### config.mk
export PLATFORM = sky130hd
export DESIGN_NAME = isp_core
export DESIGN_NICKNAME = d
export VERILOG_FILES = /design/src/isp_pkg.sv /design/src/isp_core.sv /design/src/isp_sync.sv
export SDC_FILE = /design/constraint.sdc
export NUM_CORES = 1
export LEC_CHECK = 0
export ABC_CLOCK_PERIOD_IN_PS = 4820
export BUFFER_PORTS_ARGS = -buffer_cell sky130_fd_sc_hd__buf_2
export CAP_MARGIN = 40
export CORE_AREA = 2 2 105 107
export DETAILED_ROUTE_END_ITERATION = 12
export DIE_AREA = 0 0 107 109
export GPL_TIMING_DRIVEN = 0
export PLACE_DENSITY = 0.76
export SLEW_MARGIN = 10
export SYNTH_ARGS = -nofsm -noshare
export SYNTH_HDL_FRONTEND = slang
export SYNTH_SLANG_ARGS = --single-unit
### constraint.sdc
create_clock -name clk -period 4.82 [get_ports clk]
set_clock_uncertainty 0.15 [all_clocks]
set_input_delay 0.964 -clock clk [delete_from_list [all_inputs] [get_ports clk]]
set_output_delay 0.964 -clock clk [all_outputs]
set_load 0.05 [all_outputs]
### src/isp_pkg.sv
package isp_pkg;

	// ************************************************************
	// widths
	// ************************************************************
	localparam int AW = 3;
	localparam int DW = 8;
	localparam int CW = 4;

	// ************************************************************
	// register offsets
	// ************************************************************
	localparam logic [AW-1:0] OFF_STATUS = 3'h0;
	localparam logic [AW-1:0] OFF_CTRL1  = 3'h1;
	localparam logic [AW-1:0] OFF_CTRL2  = 3'h2;
	localparam logic [AW-1:0] OFF_CTRL3  = 3'h3;
	localparam logic [AW-1:0] OFF_BUF    = 3'h4;
	localparam logic [AW-1:0] OFF_ADDR   = 3'h5;
	localparam logic [AW-1:0] OFF_MASK   = 3'h6;
	localparam logic [AW-1:0] OFF_FLAG   = 3'h7;

	// ************************************************************
	// field positions
	// ************************************************************
	localparam int SB_RW_LO  = 6;
	localparam int C1_COLL   = 7;
	localparam int C1_OVF    = 6;
	localparam int C1_EN     = 5;
	localparam int C1_HOST   = 3;
	localparam int C2_NACK   = 5;
	localparam int FLAG_BIT  = 0;

	// ************************************************************
	// reset values and counts
	// ************************************************************
	localparam logic [DW-1:0] RST_ZERO  = 8'h00;
	localparam logic [DW-1:0] RST_MASK  = 8'hFF;
	localparam logic [DW-1:0] RST_CTRL1 = 8'h00;
	localparam logic [CW-1:0] BIT_BYTE  = 4'h8;
	localparam logic [CW-1:0] BIT_ACK   = 4'h9;

	// ************************************************************
	// client engine states
	// ************************************************************
	typedef enum logic [7:0] {
		ST_IDLE    = 8'h01,
		ST_ADDR    = 8'h02,
		ST_ADDR_ACK = 8'h04,
		ST_RX      = 8'h08,
		ST_RX_ACK  = 8'h10,
		ST_TX_WAIT = 8'h20,
		ST_TX      = 8'h40,
		ST_TX_ACK  = 8'h80
	} isp_state_e;

endpackage : isp_pkg

### src/isp_core.sv
// Notes on behaviour
// address and data bytes shift most significant bit first.
// direction bit one means host reads, zero means host writes.
// addressed client acknowledges by pulling data low; the code refuses a matching address while the buffer is full.
// data changes only while clock is low; high-clock changes are start/stop.
// on writes the client acknowledges every received byte; the code refuses it while the buffer is full or C2_NACK is set.
// on reads the host acknowledges every byte the client sends.
// stop is data rising with clock high; ends the transfer.
// restart instead of stop begins a new transfer without freeing the bus.
// single write, single read, or combined messages are all handled.
// status low six bits read-only, top two bits read/write.
// the three control registers are fully read/write.
// the mask gates which address bits take part in matching.
// address register is own address; in host mode it reloads the rate counter.
// a full received byte moves to the buffer and sets the flag; the code drops the byte while the buffer is full.
// writing the buffer loads buffer and shift register together.
// bus idle with no host and both lines high; active otherwise.
// an address matches only when equal to the own address; the code compares only bits 7:1 under the mask.
// after a read request the client supplies bytes until restart or stop.
// data sampled low while released-and-expected-high flags a collision.
// any party may hold clock low; others wait for its release.
// start is data falling with clock high, then the address byte.
// nine clocks per unit; transmitter releases data after eighth fall.
// disabled or reset: bit counter zero, both lines released.
`timescale 1ns/1ns
module isp_core (
	// clock and reset
	input  wire logic                     clk,
	input  wire logic                     rstn,
	// register port
	input  wire logic [isp_pkg::AW-1:0]   addr,
	input  wire logic [isp_pkg::DW-1:0]   wdata,
	input  wire logic                     wr,
	input  wire logic                     rd,
	output logic      [isp_pkg::DW-1:0]   rdata,
	// serial clock line
	input  wire logic                     scl_in,
	output logic                          scl_out,
	output logic                          scl_oe_n,
	// serial data line
	input  wire logic                     sda_in,
	output logic                          sda_out,
	output logic                          sda_oe_n,
	// host mode rate tick
	output logic                          rate_tick
);

	// ************************************************************
	// state
	// ************************************************************
	typedef struct packed {
		isp_pkg::isp_state_e      st;
		logic [isp_pkg::CW-1:0]   bitcnt;
		logic [isp_pkg::DW-1:0]   shift;
		logic [isp_pkg::DW-1:0]   data_buf;
		logic [1:0]               status_rw;
		logic                     full;
		logic                     rw;
		logic                     start_seen;
		logic                     stop_seen;
		logic                     data_seen;
		logic                     active;
		logic                     host_ack;
		logic [isp_pkg::DW-1:0]   ctrl1;
		logic [isp_pkg::DW-1:0]   ctrl2;
		logic [isp_pkg::DW-1:0]   ctrl3;
		logic [isp_pkg::DW-1:0]   own_addr;
		logic [isp_pkg::DW-1:0]   mask;
		logic                     iflag;
		logic                     scl_p;
		logic                     sda_p;
		logic                     sda_oe_n;
		logic                     scl_oe_n;
		logic [isp_pkg::DW-1:0]   rdata;
		logic [isp_pkg::DW-1:0]   rate_cnt;
		logic                     rate_tick;
		logic                     out_lo;
	} isp_core_s;

	localparam isp_core_s S_RST = '{
		st:       isp_pkg::ST_IDLE,
		ctrl1:    isp_pkg::RST_CTRL1,
		mask:     isp_pkg::RST_MASK,
		scl_p:    1'b1,
		sda_p:    1'b1,
		sda_oe_n: 1'b1,
		scl_oe_n: 1'b1,
		default:  '0
	};

	isp_core_s s;
	isp_core_s next_s;
	logic      rst_a;
	logic      rst_n;
	logic      scl_f;
	logic      sda_f;
	logic      start_det;
	logic      stop_det;
	logic      rise;
	logic      fall;
	logic      en;

	// ************************************************************
	// reset release and pin filters
	// ************************************************************
	always_ff @(posedge clk or negedge rstn) begin
		if (!rstn) begin
			rst_a <= 1'b0;
			rst_n <= 1'b0;
		end else begin
			rst_a <= 1'b1;
			rst_n <= rst_a;
		end
	end

	isp_sync #(.INIT(1'b1)) u_scl_sync (
		.clk   (clk),
		.rst_n (rst_n),
		.din   (scl_in),
		.q     (scl_f)
	);

	isp_sync #(.INIT(1'b1)) u_sda_sync (
		.clk   (clk),
		.rst_n (rst_n),
		.din   (sda_in),
		.q     (sda_f)
	);

	// ************************************************************
	// helpers
	// ************************************************************
	// masked compare of bits 7:1; an all-ones mask gives equality of those seven bits
	function automatic logic addr_match(input logic [7:0] rx, input logic [7:0] own,
			input logic [7:0] msk);
		addr_match = ((rx[7:1] & msk[7:1]) == (own[7:1] & msk[7:1]));
	endfunction : addr_match

	function automatic logic [7:0] reg_read(input isp_core_s r, input logic [2:0] a);
		case (a)
			isp_pkg::OFF_STATUS: reg_read = {r.status_rw, r.active, r.data_seen,
					r.stop_seen, r.start_seen, r.rw, r.full};
			isp_pkg::OFF_CTRL1:  reg_read = r.ctrl1;
			isp_pkg::OFF_CTRL2:  reg_read = r.ctrl2;
			isp_pkg::OFF_CTRL3:  reg_read = r.ctrl3;
			isp_pkg::OFF_BUF:    reg_read = r.data_buf;
			isp_pkg::OFF_ADDR:   reg_read = r.own_addr;
			isp_pkg::OFF_MASK:   reg_read = r.mask;
			isp_pkg::OFF_FLAG:   reg_read = {7'h00, r.iflag};
			default:             reg_read = isp_pkg::RST_ZERO;
		endcase
	endfunction : reg_read

	// line events from the filtered levels; r4 makes high-clock data moves conditions
	assign start_det = scl_f && s.scl_p && s.sda_p && !sda_f;
	assign stop_det  = scl_f && s.scl_p && !s.sda_p && sda_f;
	assign rise      = scl_f && !s.scl_p;
	assign fall      = !scl_f && s.scl_p;
	assign en        = s.ctrl1[isp_pkg::C1_EN];

	// ************************************************************
	// next state
	// ************************************************************
	always_comb begin
		next_s           = s;
		next_s.rdata     = isp_pkg::RST_ZERO;
		next_s.rate_tick = 1'b0;
		next_s.out_lo    = 1'b0;
		next_s.scl_p     = scl_f;
		next_s.sda_p     = sda_f;

		// software side first so that hardware sets below win
		if (wr) begin
			case (addr)
				isp_pkg::OFF_STATUS: next_s.status_rw = wdata[7:isp_pkg::SB_RW_LO];
				isp_pkg::OFF_CTRL1:  next_s.ctrl1 = wdata;
				isp_pkg::OFF_CTRL2:  next_s.ctrl2 = wdata;
				isp_pkg::OFF_CTRL3:  next_s.ctrl3 = wdata;
				isp_pkg::OFF_ADDR:   next_s.own_addr = wdata;
				isp_pkg::OFF_MASK:   next_s.mask = wdata;
				isp_pkg::OFF_FLAG:   next_s.iflag = wdata[isp_pkg::FLAG_BIT];
				isp_pkg::OFF_BUF: begin
					next_s.data_buf = wdata;
					next_s.shift    = wdata;
					if (s.st == isp_pkg::ST_TX_WAIT) begin
						next_s.st       = isp_pkg::ST_TX;
						next_s.bitcnt   = '0;
						next_s.sda_oe_n = wdata[7];
						next_s.scl_oe_n = 1'b1;
					end
				end
				default: ;
			endcase
		end
		if (rd) begin
			next_s.rdata = reg_read(s, addr);
			if (addr == isp_pkg::OFF_BUF) begin
				next_s.full = 1'b0;
			end
		end

		// host mode reuses the address register as rate reload
		if (s.ctrl1[isp_pkg::C1_HOST]) begin
			if (s.rate_cnt == isp_pkg::RST_ZERO) begin
				next_s.rate_cnt  = s.own_addr;
				next_s.rate_tick = 1'b1;
			end else begin
				next_s.rate_cnt = s.rate_cnt - 8'h01;
			end
		end else begin
			next_s.rate_cnt = s.own_addr;
		end

		// client engine
		if (!en || s.ctrl1[isp_pkg::C1_HOST]) begin
			next_s.st       = isp_pkg::ST_IDLE;
			next_s.bitcnt   = '0;
			next_s.sda_oe_n = 1'b1;
			next_s.scl_oe_n = 1'b1;
			next_s.active   = 1'b0;
		end else if (start_det) begin
			// a restart lands here too and restarts the address phase from bit zero
			next_s.st         = isp_pkg::ST_ADDR;
			next_s.bitcnt     = '0;
			next_s.active     = 1'b1;
			next_s.start_seen = 1'b1;
			next_s.stop_seen  = 1'b0;
			next_s.sda_oe_n   = 1'b1;
			next_s.scl_oe_n   = 1'b1;
		end else if (stop_det) begin
			next_s.st         = isp_pkg::ST_IDLE;
			next_s.active     = 1'b0;
			next_s.stop_seen  = 1'b1;
			next_s.start_seen = 1'b0;
			next_s.sda_oe_n   = 1'b1;
			next_s.scl_oe_n   = 1'b1;
		end else begin
			case (s.st)
				isp_pkg::ST_IDLE: ;
				isp_pkg::ST_ADDR, isp_pkg::ST_RX: begin
					if (rise && s.bitcnt < isp_pkg::BIT_BYTE) begin
						next_s.shift  = {s.shift[6:0], sda_f};
						next_s.bitcnt = s.bitcnt + 4'h1;
					end
					if (fall && s.bitcnt == isp_pkg::BIT_BYTE) begin
						if (s.st == isp_pkg::ST_ADDR) begin
							if (addr_match(s.shift, s.own_addr, s.mask) && !s.full) begin
								next_s.st        = isp_pkg::ST_ADDR_ACK;
								next_s.sda_oe_n  = 1'b0;
								next_s.rw        = s.shift[0];
								next_s.data_seen = 1'b0;
								next_s.data_buf  = s.shift;
								next_s.full      = 1'b1;
								next_s.iflag     = 1'b1;
							end else begin
								// not for us, or buffer full: sit out until the next condition
								next_s.st = isp_pkg::ST_IDLE;
							end
						end else begin
							next_s.st        = isp_pkg::ST_RX_ACK;
							next_s.data_seen = 1'b1;
							if (s.full) begin
								// unread buffer: keep it, refuse the byte
								next_s.ctrl1[isp_pkg::C1_OVF] = 1'b1;
							end else begin
								next_s.data_buf = s.shift;
								next_s.full     = 1'b1;
								next_s.iflag    = 1'b1;
								next_s.sda_oe_n = s.ctrl2[isp_pkg::C2_NACK];
							end
						end
					end
				end
				isp_pkg::ST_ADDR_ACK, isp_pkg::ST_RX_ACK: begin
					if (rise) begin
						next_s.bitcnt = isp_pkg::BIT_ACK;
					end
					if (fall && s.bitcnt == isp_pkg::BIT_ACK) begin
						next_s.bitcnt   = '0;
						next_s.sda_oe_n = 1'b1;
						if (s.st == isp_pkg::ST_ADDR_ACK && s.rw) begin
							// hold the clock until software supplies a byte
							next_s.st       = isp_pkg::ST_TX_WAIT;
							next_s.scl_oe_n = 1'b0;
						end else begin
							next_s.st = isp_pkg::ST_RX;
						end
					end
				end
				isp_pkg::ST_TX_WAIT: begin
					// a buffer write this cycle has already let go of the clock
					if (next_s.st == isp_pkg::ST_TX_WAIT) begin
						next_s.scl_oe_n = 1'b0;
					end
				end
				isp_pkg::ST_TX: begin
					if (rise && s.bitcnt < isp_pkg::BIT_BYTE) begin
						if (s.shift[7] && !sda_f) begin
							next_s.ctrl1[isp_pkg::C1_COLL] = 1'b1;
							next_s.st       = isp_pkg::ST_IDLE;
							next_s.sda_oe_n = 1'b1;
						end else begin
							next_s.shift  = {s.shift[6:0], 1'b0};
							next_s.bitcnt = s.bitcnt + 4'h1;
						end
					end
					if (fall && s.bitcnt == isp_pkg::BIT_BYTE) begin
						next_s.st       = isp_pkg::ST_TX_ACK;
						next_s.sda_oe_n = 1'b1;
					end else if (fall && s.bitcnt != '0) begin
						next_s.sda_oe_n = s.shift[7];
					end
				end
				isp_pkg::ST_TX_ACK: begin
					if (rise) begin
						next_s.bitcnt   = isp_pkg::BIT_ACK;
						next_s.host_ack = !sda_f;
					end
					if (fall && s.bitcnt == isp_pkg::BIT_ACK) begin
						next_s.bitcnt = '0;
						if (s.host_ack) begin
							next_s.st       = isp_pkg::ST_TX_WAIT;
							next_s.scl_oe_n = 1'b0;
							next_s.iflag    = 1'b1;
						end else begin
							next_s.st = isp_pkg::ST_IDLE;
						end
					end
				end
				default: next_s.st = isp_pkg::ST_IDLE;
			endcase
		end
	end

	always_ff @(posedge clk or negedge rst_n) begin
		if (!rst_n) begin
			s <= S_RST;
		end else begin
			s <= next_s;
		end
	end

	assign rdata     = s.rdata;
	assign scl_out   = s.out_lo;
	assign sda_out   = s.out_lo;
	assign scl_oe_n  = s.scl_oe_n;
	assign sda_oe_n  = s.sda_oe_n;
	assign rate_tick = s.rate_tick;
endmodule : isp_core

### src/isp_sync.sv
`timescale 1ns/1ns
module isp_sync #(
	parameter logic INIT = 1'b1
) (
	// clock and reset
	input  wire logic clk,
	input  wire logic rst_n,
	// pin in, filtered level out
	input  wire logic din,
	output logic      q
);

	typedef struct packed {
		logic q1;
		logic q2;
		logic q3;
		logic q;
	} isp_sync_s;

	isp_sync_s s;
	isp_sync_s next_s;

	// q1 feeds only q2; a change counts once q2 and q3 agree
	always_comb begin
		next_s    = s;
		next_s.q1 = din;
		next_s.q2 = s.q1;
		next_s.q3 = s.q2;
		if (s.q2 == s.q3) begin
			next_s.q = s.q3;
		end
	end

	always_ff @(posedge clk or negedge rst_n) begin
		if (!rst_n) begin
			s <= {INIT, INIT, INIT, INIT};
		end else begin
			s <= next_s;
		end
	end

	assign q = s.q;

endmodule : isp_sync
; ---- Word level (Yosys, flattened, before mapping)
; Index checks and enable logic that the tools add are counted.
[op_classes]
addsub = 2
n_lt_le_gt_ge = 1
n_eq_ne = 22
mux = 107
bitwise = 5
n_reduce_logical = 39
[ops]
columns = operator, n
row1 = $mux 8, 18
row2 = $mux 12, 7
row3 = $pmux 8 s8, 1
row4 = $mux 1, 45
row5 = $mux 41, 1
row6 = $mux 20, 2
row7 = $pmux 8 s5, 1
row8 = $mux 2, 18
row9 = $mux 16, 2
row10 = $mux 30, 1
row11 = $mux 28, 1
row12 = $eq 8x6->1 const B, 2
row13 = $pmux 4 s4, 1
row14 = $pmux 8 s2, 1
row15 = $and 7x7->7, 2
row16 = $logic_and 1x1->1, 14
row17 = $reduce_and 2->1, 7
row18 = $eq 3x3->1 const B, 4
row19 = $mux 6, 2
row20 = $eq 4x4->1 const B, 2
row21 = $eq 8x1->1 const B, 1
row22 = $eq 8x2->1 const B, 1
row23 = $eq 8x3->1 const B, 1
row24 = $eq 8x4->1 const B, 1
row25 = 28 further kinds, 40
[totals]
ff_bits = 109
input_bits = 17
output_inout_bits = 13
elab_cells = 212

; ---- Longest topological paths before layout
; Gate-level depths: netlist (run 1).
[logic_depth]
ltp_word = 12
mapped_depth = 9
ltp_nobuf = 8

; ---- Modules after synthesis
; Synthesis (run 1) repeated with hierarchy kept, for this count alone.
[hier_totals]
hier_cells = 559
area_unflattened_um2 = 5749.3
[modules_own_cells]
columns = mod, instances, cells_each, area_each_um2, seq_area_each_um2
row1 = isp_core, 1, 549, 5516.5, 2543.7
row2 = isp_sync, 2, 5, 116.4, 105.1

; ---- Worst setup path after synthesis (run 1)
; No wires, ideal clock.
[synth_path]
kind = input -> register
startpoint = input port wr
endpoint = register s, in the netlist sda_oe_n
setup_ps = 94
t_arrival_ps = 2388
required_time_ps = 4576
path_slack_ps = 2187
stages = 8
n_path_buf = 2
cell_sequence = clkbuf_1 > nor4bb_1 > clkbuf_1 > nand3_1 > mux2i_1 > nand3b_1 > o211ai_1 > o2111ai_1
[synth_rtl]
columns = item, line_no
row1 = "start, declared", isp_core.sv:33  ; input wire logic wr,
row2 = "end signal, assigned", isp_core.sv:339  ; s <= next_s;
row3 = "end, declared", isp_core.sv:91  ; isp_core_s s;

==> metrics, run 1 <==
status=complete, no violations; Netlist cell types=66; Sink Count=109; Synth Area in XOR/XNOR=2.95%; endpoints failing hold=0; Ports=30; Int Pwr=1530 uW; Worst Hold Class=in2async; Data arrival, critical path=2990 ps; Max Cap Viol=0; RSZ-0062 raised after global routing=no; Longest Clk Path Bufs=2; Final TNS setup=0 ps; Pins Over Slew Limit=0; Simple-Gate Fraction of Synth Area=16.6%; total gr overflow=0; TritonCTS clock tree=yes; most common cell in the netlist=dfrtp_1; gr usage total=26.3%; DR iter-0 viols=328; share of cells above drive strength 1=22.3%; final worst path period share=59.1%; internal reg-to-reg setup slack=2160 ps; dpl hpwl=10.3 mm; Worst-Skew Late Latency=390 ps; largest net degree at the start of global routing=64; gate count of the mapped netlist=559; Comb power frac=23.4%; Die Wd=107 um; Worst Tran Pin Value=695 ps; Worst slew margin=53.0%; Residual DRC=0; via count=4,417; switch share=33.3%; Seq pwr share=54.0%; pwr dens=372 nW/um^2; Clock transition at path regs=100 ps; Hold-fix buffers, CTS=0; num rows=38; wire length on met2=6.39 mm; core area=10,600 sq um; initial antenna violation count=0; Pre-Repair DR Iteration Count=5; Routed Antenna Nets=0; Synth Flop Type=dfrtp_1; FILL cells=930; Clock power frac=22.6%; first-pass GRT wire length=23.2 mm; Setup-failing EPs final=0; vias in the first global route=4,471; Met1 Routed Length=6.48 mm; post-layout min period=2850 ps; chip height=109 um; Ys Warns=0; compound-cell area share of the yosys netlist=14.0%; DR WL met3=895 um; nature of the critical path startpoint=input pin; DIE AREA=11,700 sq um; CP Capture Type=flop; Post-synth EDFFs=0; register area share after synthesis=48.7%; WP data required=4960 ps; post-synthesis mux area share=11.7%; placed insts=725; routed len/inst=19.2 um; max layer used=met4; DR vias/cell=5.96; crit path max fanout=10; final WL=14.2 mm; largest family of logic cells by synthesized area=simple AND/OR/NAND/NOR gates; I/O Buffers=24; leading post-synthesis cells by instance count=dfrtp_1, nand2_1, o21ai_0; worst setup path class=in2reg; Starting Density=53.3%; CTS root buf=clkbuf_8; number of diodes=0; top cell type's share of synthesized area=39.0%; Async SR Flop Fraction=100%; #FFs+latches synth=109; Synth area leaders=dfrtp_1, dfstp_2, mux2_2; post-CTS setup buffer count=0; final-stage net count=618; Leak=0.00271 uW; placer congestion estimate=0.938; FMAX=0.351 GHz; post-cts resize count=0; Final Non-Filler Cells=741; Yosys top cell by area=dfrtp_1; sw power=762 uW; synthesized area=5650 sq um; Num CTS Buffers=9; post-synthesis area per instance=10.1 sq um; Synth-to-Final Area Change=8.97%; adder-cell share of the synthesized area=1.46%; htree depth=3; Worst IR Drop VDD=230 uV
==> metrics by stage <==
| stage | cell area [sq um] | total power (uW) | utilization, % | hold WS, ps | setup WS (ps) |
|---|---|---|---|---|---|
| floorplan | 5650 | 1600 | - | 181 | 1450 |
| global placement | 5950 | 1740 | 56.1 | 190 | 360 |
| detailed placement | 5980 | 1780 | 56.4 | 191 | 1630 |
| CTS | 6160 | 2300 | 58.1 | 172 | 2040 |
| global route | 6160 | 2420 | 58.1 | 180 | 1880 |
| finish | 6160 | 2290 | 58.1 | 195 | 1970 |
==> power by group through the flow <==
stage               Combinational [uW]  Clock [uW]  Sequential, uW
floorplan                          397           0            1210
global placement                   491           0            1250
detailed placement                 528           0            1250
CTS                                531         537            1230
global route                       594         571            1250
finish                             535         517            1240
==> logic make-up after synthesis <==
logic type               Yosys count
flip-flops                       109
XOR/XNOR                          19
AO/OA/AOI/OAI                    122
adder cells (fa/ha/maj)            7
AND/OR/NAND/NOR                  191
other                              2
buffers and inverters             52
multiplexers                      57
==> worst max-delay path: stages <==
cell and delay (ps):
clkbuf_1 280, nor4bb_1 350, clkbuf_1 490, nand3_1 300, mux2i_1 260, nand3b_1 90
o211ai_1 100, o2111ai_1 140
==> sequential cells by signal (all words and copies together) (netlist names), 2 cells and up <==
register           flops
s                     87
rdata                  8
u_scl_sync.next_s      2
u_sda_sync.next_s      2
==> cells in the final DEF (no fill, tap or decap), types with 8 or more instances in the layout <==
cell | Yosys | layout
buf_2 | 2 | 26
o21ai_0 | 42 | 42
nor3_1 | 9 | 9
mux2_2 | 38 | 38
clkbuf_1 | 19 | 20
clkbuf_8 | 0 | 10
nor2_1 | 33 | 33
a21oi_1 | 23 | 23
xor2_1 | 13 | 13
dfstp_2 | 21 | 21
nand2_1 | 84 | 84
a21boi_0 | 8 | 8
nand3_1 | 14 | 14
mux2_4 | 8 | 8
inv_1 | 15 | 15
buf_4 | 11 | 11
dfrtp_1 | 88 | 87
mux2i_1 | 11 | 11
==> area by class of cell <==
type | instances | area (sq um) | area share [%]
plain buffers | 36 | 194 | 3.15
multi-input cells | 399 | 2650 | 43.0
well taps | 140 | 175 | 2.85
flip-flops and latches | 109 | 2760 | 44.8
inverters | 16 | 60.1 | 0.976
clock buffers | 11 | 141 | 2.30
repair buffers | 25 | 148 | 2.40
clock inverters | 5 | 35.0 | 0.569
==> layer usage <==
layer / up-vias / GRT usage [%]
met5: - / 0
met4: 0 / 13.2
met3: 34 / 3.59
met2: 155 / 39.9
met1: 2189 / 37.3
li1: 2039 / -
==> path summary, 6_finish.rpt <==
kind / from / end / cells after the start
setup / recovery: wr / sda_oe_n$_DFF_PN1_ / 8
hold / removal: rstn / rst_n$_DFF_PN0_ / 1
setup reg to reg: s[92]$_DFF_PN1_ / s[89]$_DFF_PN0_ / 8
hold reg to reg: rst_n$_DFF_PN0_ / s[2]$_DFF_PN0_ / 0
max in group asynchronous: rst_n$_DFF_PN0_ / s[92]$_DFF_PN1_ / 1
min in group clk: rst_a$_DFF_PN0_ / rst_n$_DFF_PN0_ / 0
No activity file was read; power rests on OpenSTA's default activity.
==> run 2: changes to the inputs <==
--- a/config.mk
+++ b/config.mk
@@ -5,14 +5,14 @@
 export SDC_FILE = /design/constraint.sdc
 export NUM_CORES = 1
 export LEC_CHECK = 0
-export ABC_CLOCK_PERIOD_IN_PS = 4820
+export ABC_CLOCK_PERIOD_IN_PS = 2340
 export BUFFER_PORTS_ARGS = -buffer_cell sky130_fd_sc_hd__buf_2
 export CAP_MARGIN = 40
 export CORE_AREA = 2 2 105 107
 export DETAILED_ROUTE_END_ITERATION = 12
 export DIE_AREA = 0 0 107 109
 export GPL_TIMING_DRIVEN = 0
-export PLACE_DENSITY = 0.76
+export PLACE_DENSITY = 0.79
 export SLEW_MARGIN = 10
 export SYNTH_ARGS = -nofsm -noshare
 export SYNTH_HDL_FRONTEND = slang
==> constraint.sdc (replaced) <==
create_clock -name clk -period 2.34 [get_ports clk]
set_clock_uncertainty 0.15 [all_clocks]
set_input_delay 0.468 -clock clk [delete_from_list [all_inputs] [get_ports clk]]
set_output_delay 0.468 -clock clk [all_outputs]
set_load 0.05 [all_outputs]
==> run 2 against run 1 <==
Net effect: cell count increased by 0.67%; critical path depth shrank 2; sequential share of layout area down 1.6 points; sequential power increased by 110%; count of clock-buffer cells in the layout down 2; worst hold slack got worse by 160 ps; critical path type is now reg2reg; largest cell class unchanged; largest power group unchanged; highest routed layer unchanged.
==> metrics, run 2 (synthesis results as in run 1) <==
Worst Tran Pin Value=673 ps; Data arrival, critical path=2460 ps; most frequent cells in the layout=dfrtp_1, nand2_1, o21ai_0; htree depth=3; placed insts=725; initial antenna violation count=0; most flop-heavy register=s; DR iter-0 viols=390; final core occ=60.2%; FMAX=0.431 GHz; worst setup path class=reg2reg; multi-input logic area=2740 sq um; Clock transition at path regs=110 ps; Max Cap Viol=0; final-stage net count=623; number of cells on the critical path=6; largest net degree at the start of global routing=57; Worst-Skew Late Latency=390 ps; Final Non-Filler Cells=746; nature of the critical path startpoint=flop; CP top delay family=simple AND/OR/NAND/NOR gates; routed len/inst=19.2 um; DIE AREA=11,700 sq um; DP Worst Slack=-295 ps; status=complete, no violations; Pre-Repair DR Iteration Count=6; CP Buf/Inv Count=0; CP startpoint=s[93]$_DFF_PN0_; gr usage total=25.8%; final worst path period share=99.1%; TritonCTS clock tree=yes; Synth-to-Final Area Change=13.0%; Reg area=2760 sq um; endpoints failing hold=0; Ports=30; chip height=109 um; share of cells above drive strength 1=26.4%; Worst slew margin=55.1%; via count=4,553; Worst IR Drop VDD=467 uV; core area=10,600 sq um; total gr overflow=0; critical-path cell list=nor4b_2 > and2_1 > a21oi_1 > nor2_1 > nand2_1 > o21ai_0; placer congestion estimate=0.924; Starting Density=53.3%; I/O Buffers=24; Routed Antenna Nets=0; slowest CP cell=dfrtp_1; first-pass GRT wire length=23.0 mm; final hold slack=31.2 ps; RSZ-0062 raised after global routing=yes; Worst Hold Class=in2reg; CP Capture Type=flop; post-layout min period=2320 ps; WP data required=2480 ps; FILL cells=868; Num CTS Buffers=9; Residual DRC=0; CTS root buf=clkbuf_8; crit path max fanout=9; pwr dens=778 nW/um^2; dpl hpwl=10.1 mm; Min-Delay Path Depth=1; Hold Path Origin=scl_in; Longest Clk Path Bufs=2; commonest non-fill, non-tap cell in the layout=dfrtp_1; R2R cell count=6; Sink Count=109; number of diodes=0; worst setup margin=22.1 ps; reg2reg start=s[93]$_DFF_PN0_; max FFs per register=87; Die Wd=107 um; Setup-failing EPs final=0; Leak=0.00282 uW; DR vias/cell=6.10; Pins Over Slew Limit=0; vias in the first global route=4,391; max incr delay on CP=530 ps; final WL=14.4 mm; num rows=38
run 2: stage by stage:
| step | area, sq um | power (uW) | TNS [ps] |
|---|---|---|---|
| 6_report | 6380 | 4970 | 0 |
| 5_1_grt | 6380 | 5200 | -748 |
| 4_1_cts | 6240 | 4940 | 0 |
| 3_5_place_dp | 5980 | 3650 | -4570 |
| 3_3_place_gp | 5950 | 3570 | -21540 |
| 2_1_floorplan | 5650 | 3300 | 0 |
run 2: worst paths after layout:
path                                                   to  slack, ps
setup reg to reg                          s[87]$_DFF_PN0_         20
max in group asynchronous                 s[92]$_DFF_PN1_       1060
hold reg to reg            u_sda_sync.next_s[1]$_DFF_PN1_        210
min in group asynchronous                 rst_n$_DFF_PN0_        230
hold / removal             u_scl_sync.next_s[2]$_DFF_PN1_         30
setup / recovery                          s[87]$_DFF_PN0_         20
run 2: report_power, final:
group | internal, uW | switching [uW]
sequential | 2250 | 302
combinational | 483 | 620
clock | 618 | 695
run 2: cell type report:
type                            count  share of cell area, %
Buffer                             31                   2.96
Clock buffer                        9                   1.94
Clock inverter                      7                   1.63
Inverter                           16                  0.980
Multi-Input combinational cell    399                   43.0
Sequential cell                   109                   43.2
Tap cell                          140                   2.74
Timing Repair Buffer               35                   3.59
run 2: repair_timing:
action	4_1_cts	5_1_grt
hold buffers	1	0
gates resized for setup	5	28
pin swaps	1	2
hold endpoints to repair	2	0
cloned	0	1
buffers inserted	2	6
endpoints found under the setup margin	26	27
run 2: per-layer routing:
layer,routed length [um],track usage (%)
met3,1170,5.26
met2,6500,40.1
met4,567,11.1
met5,0,0
met1,6110,35.3
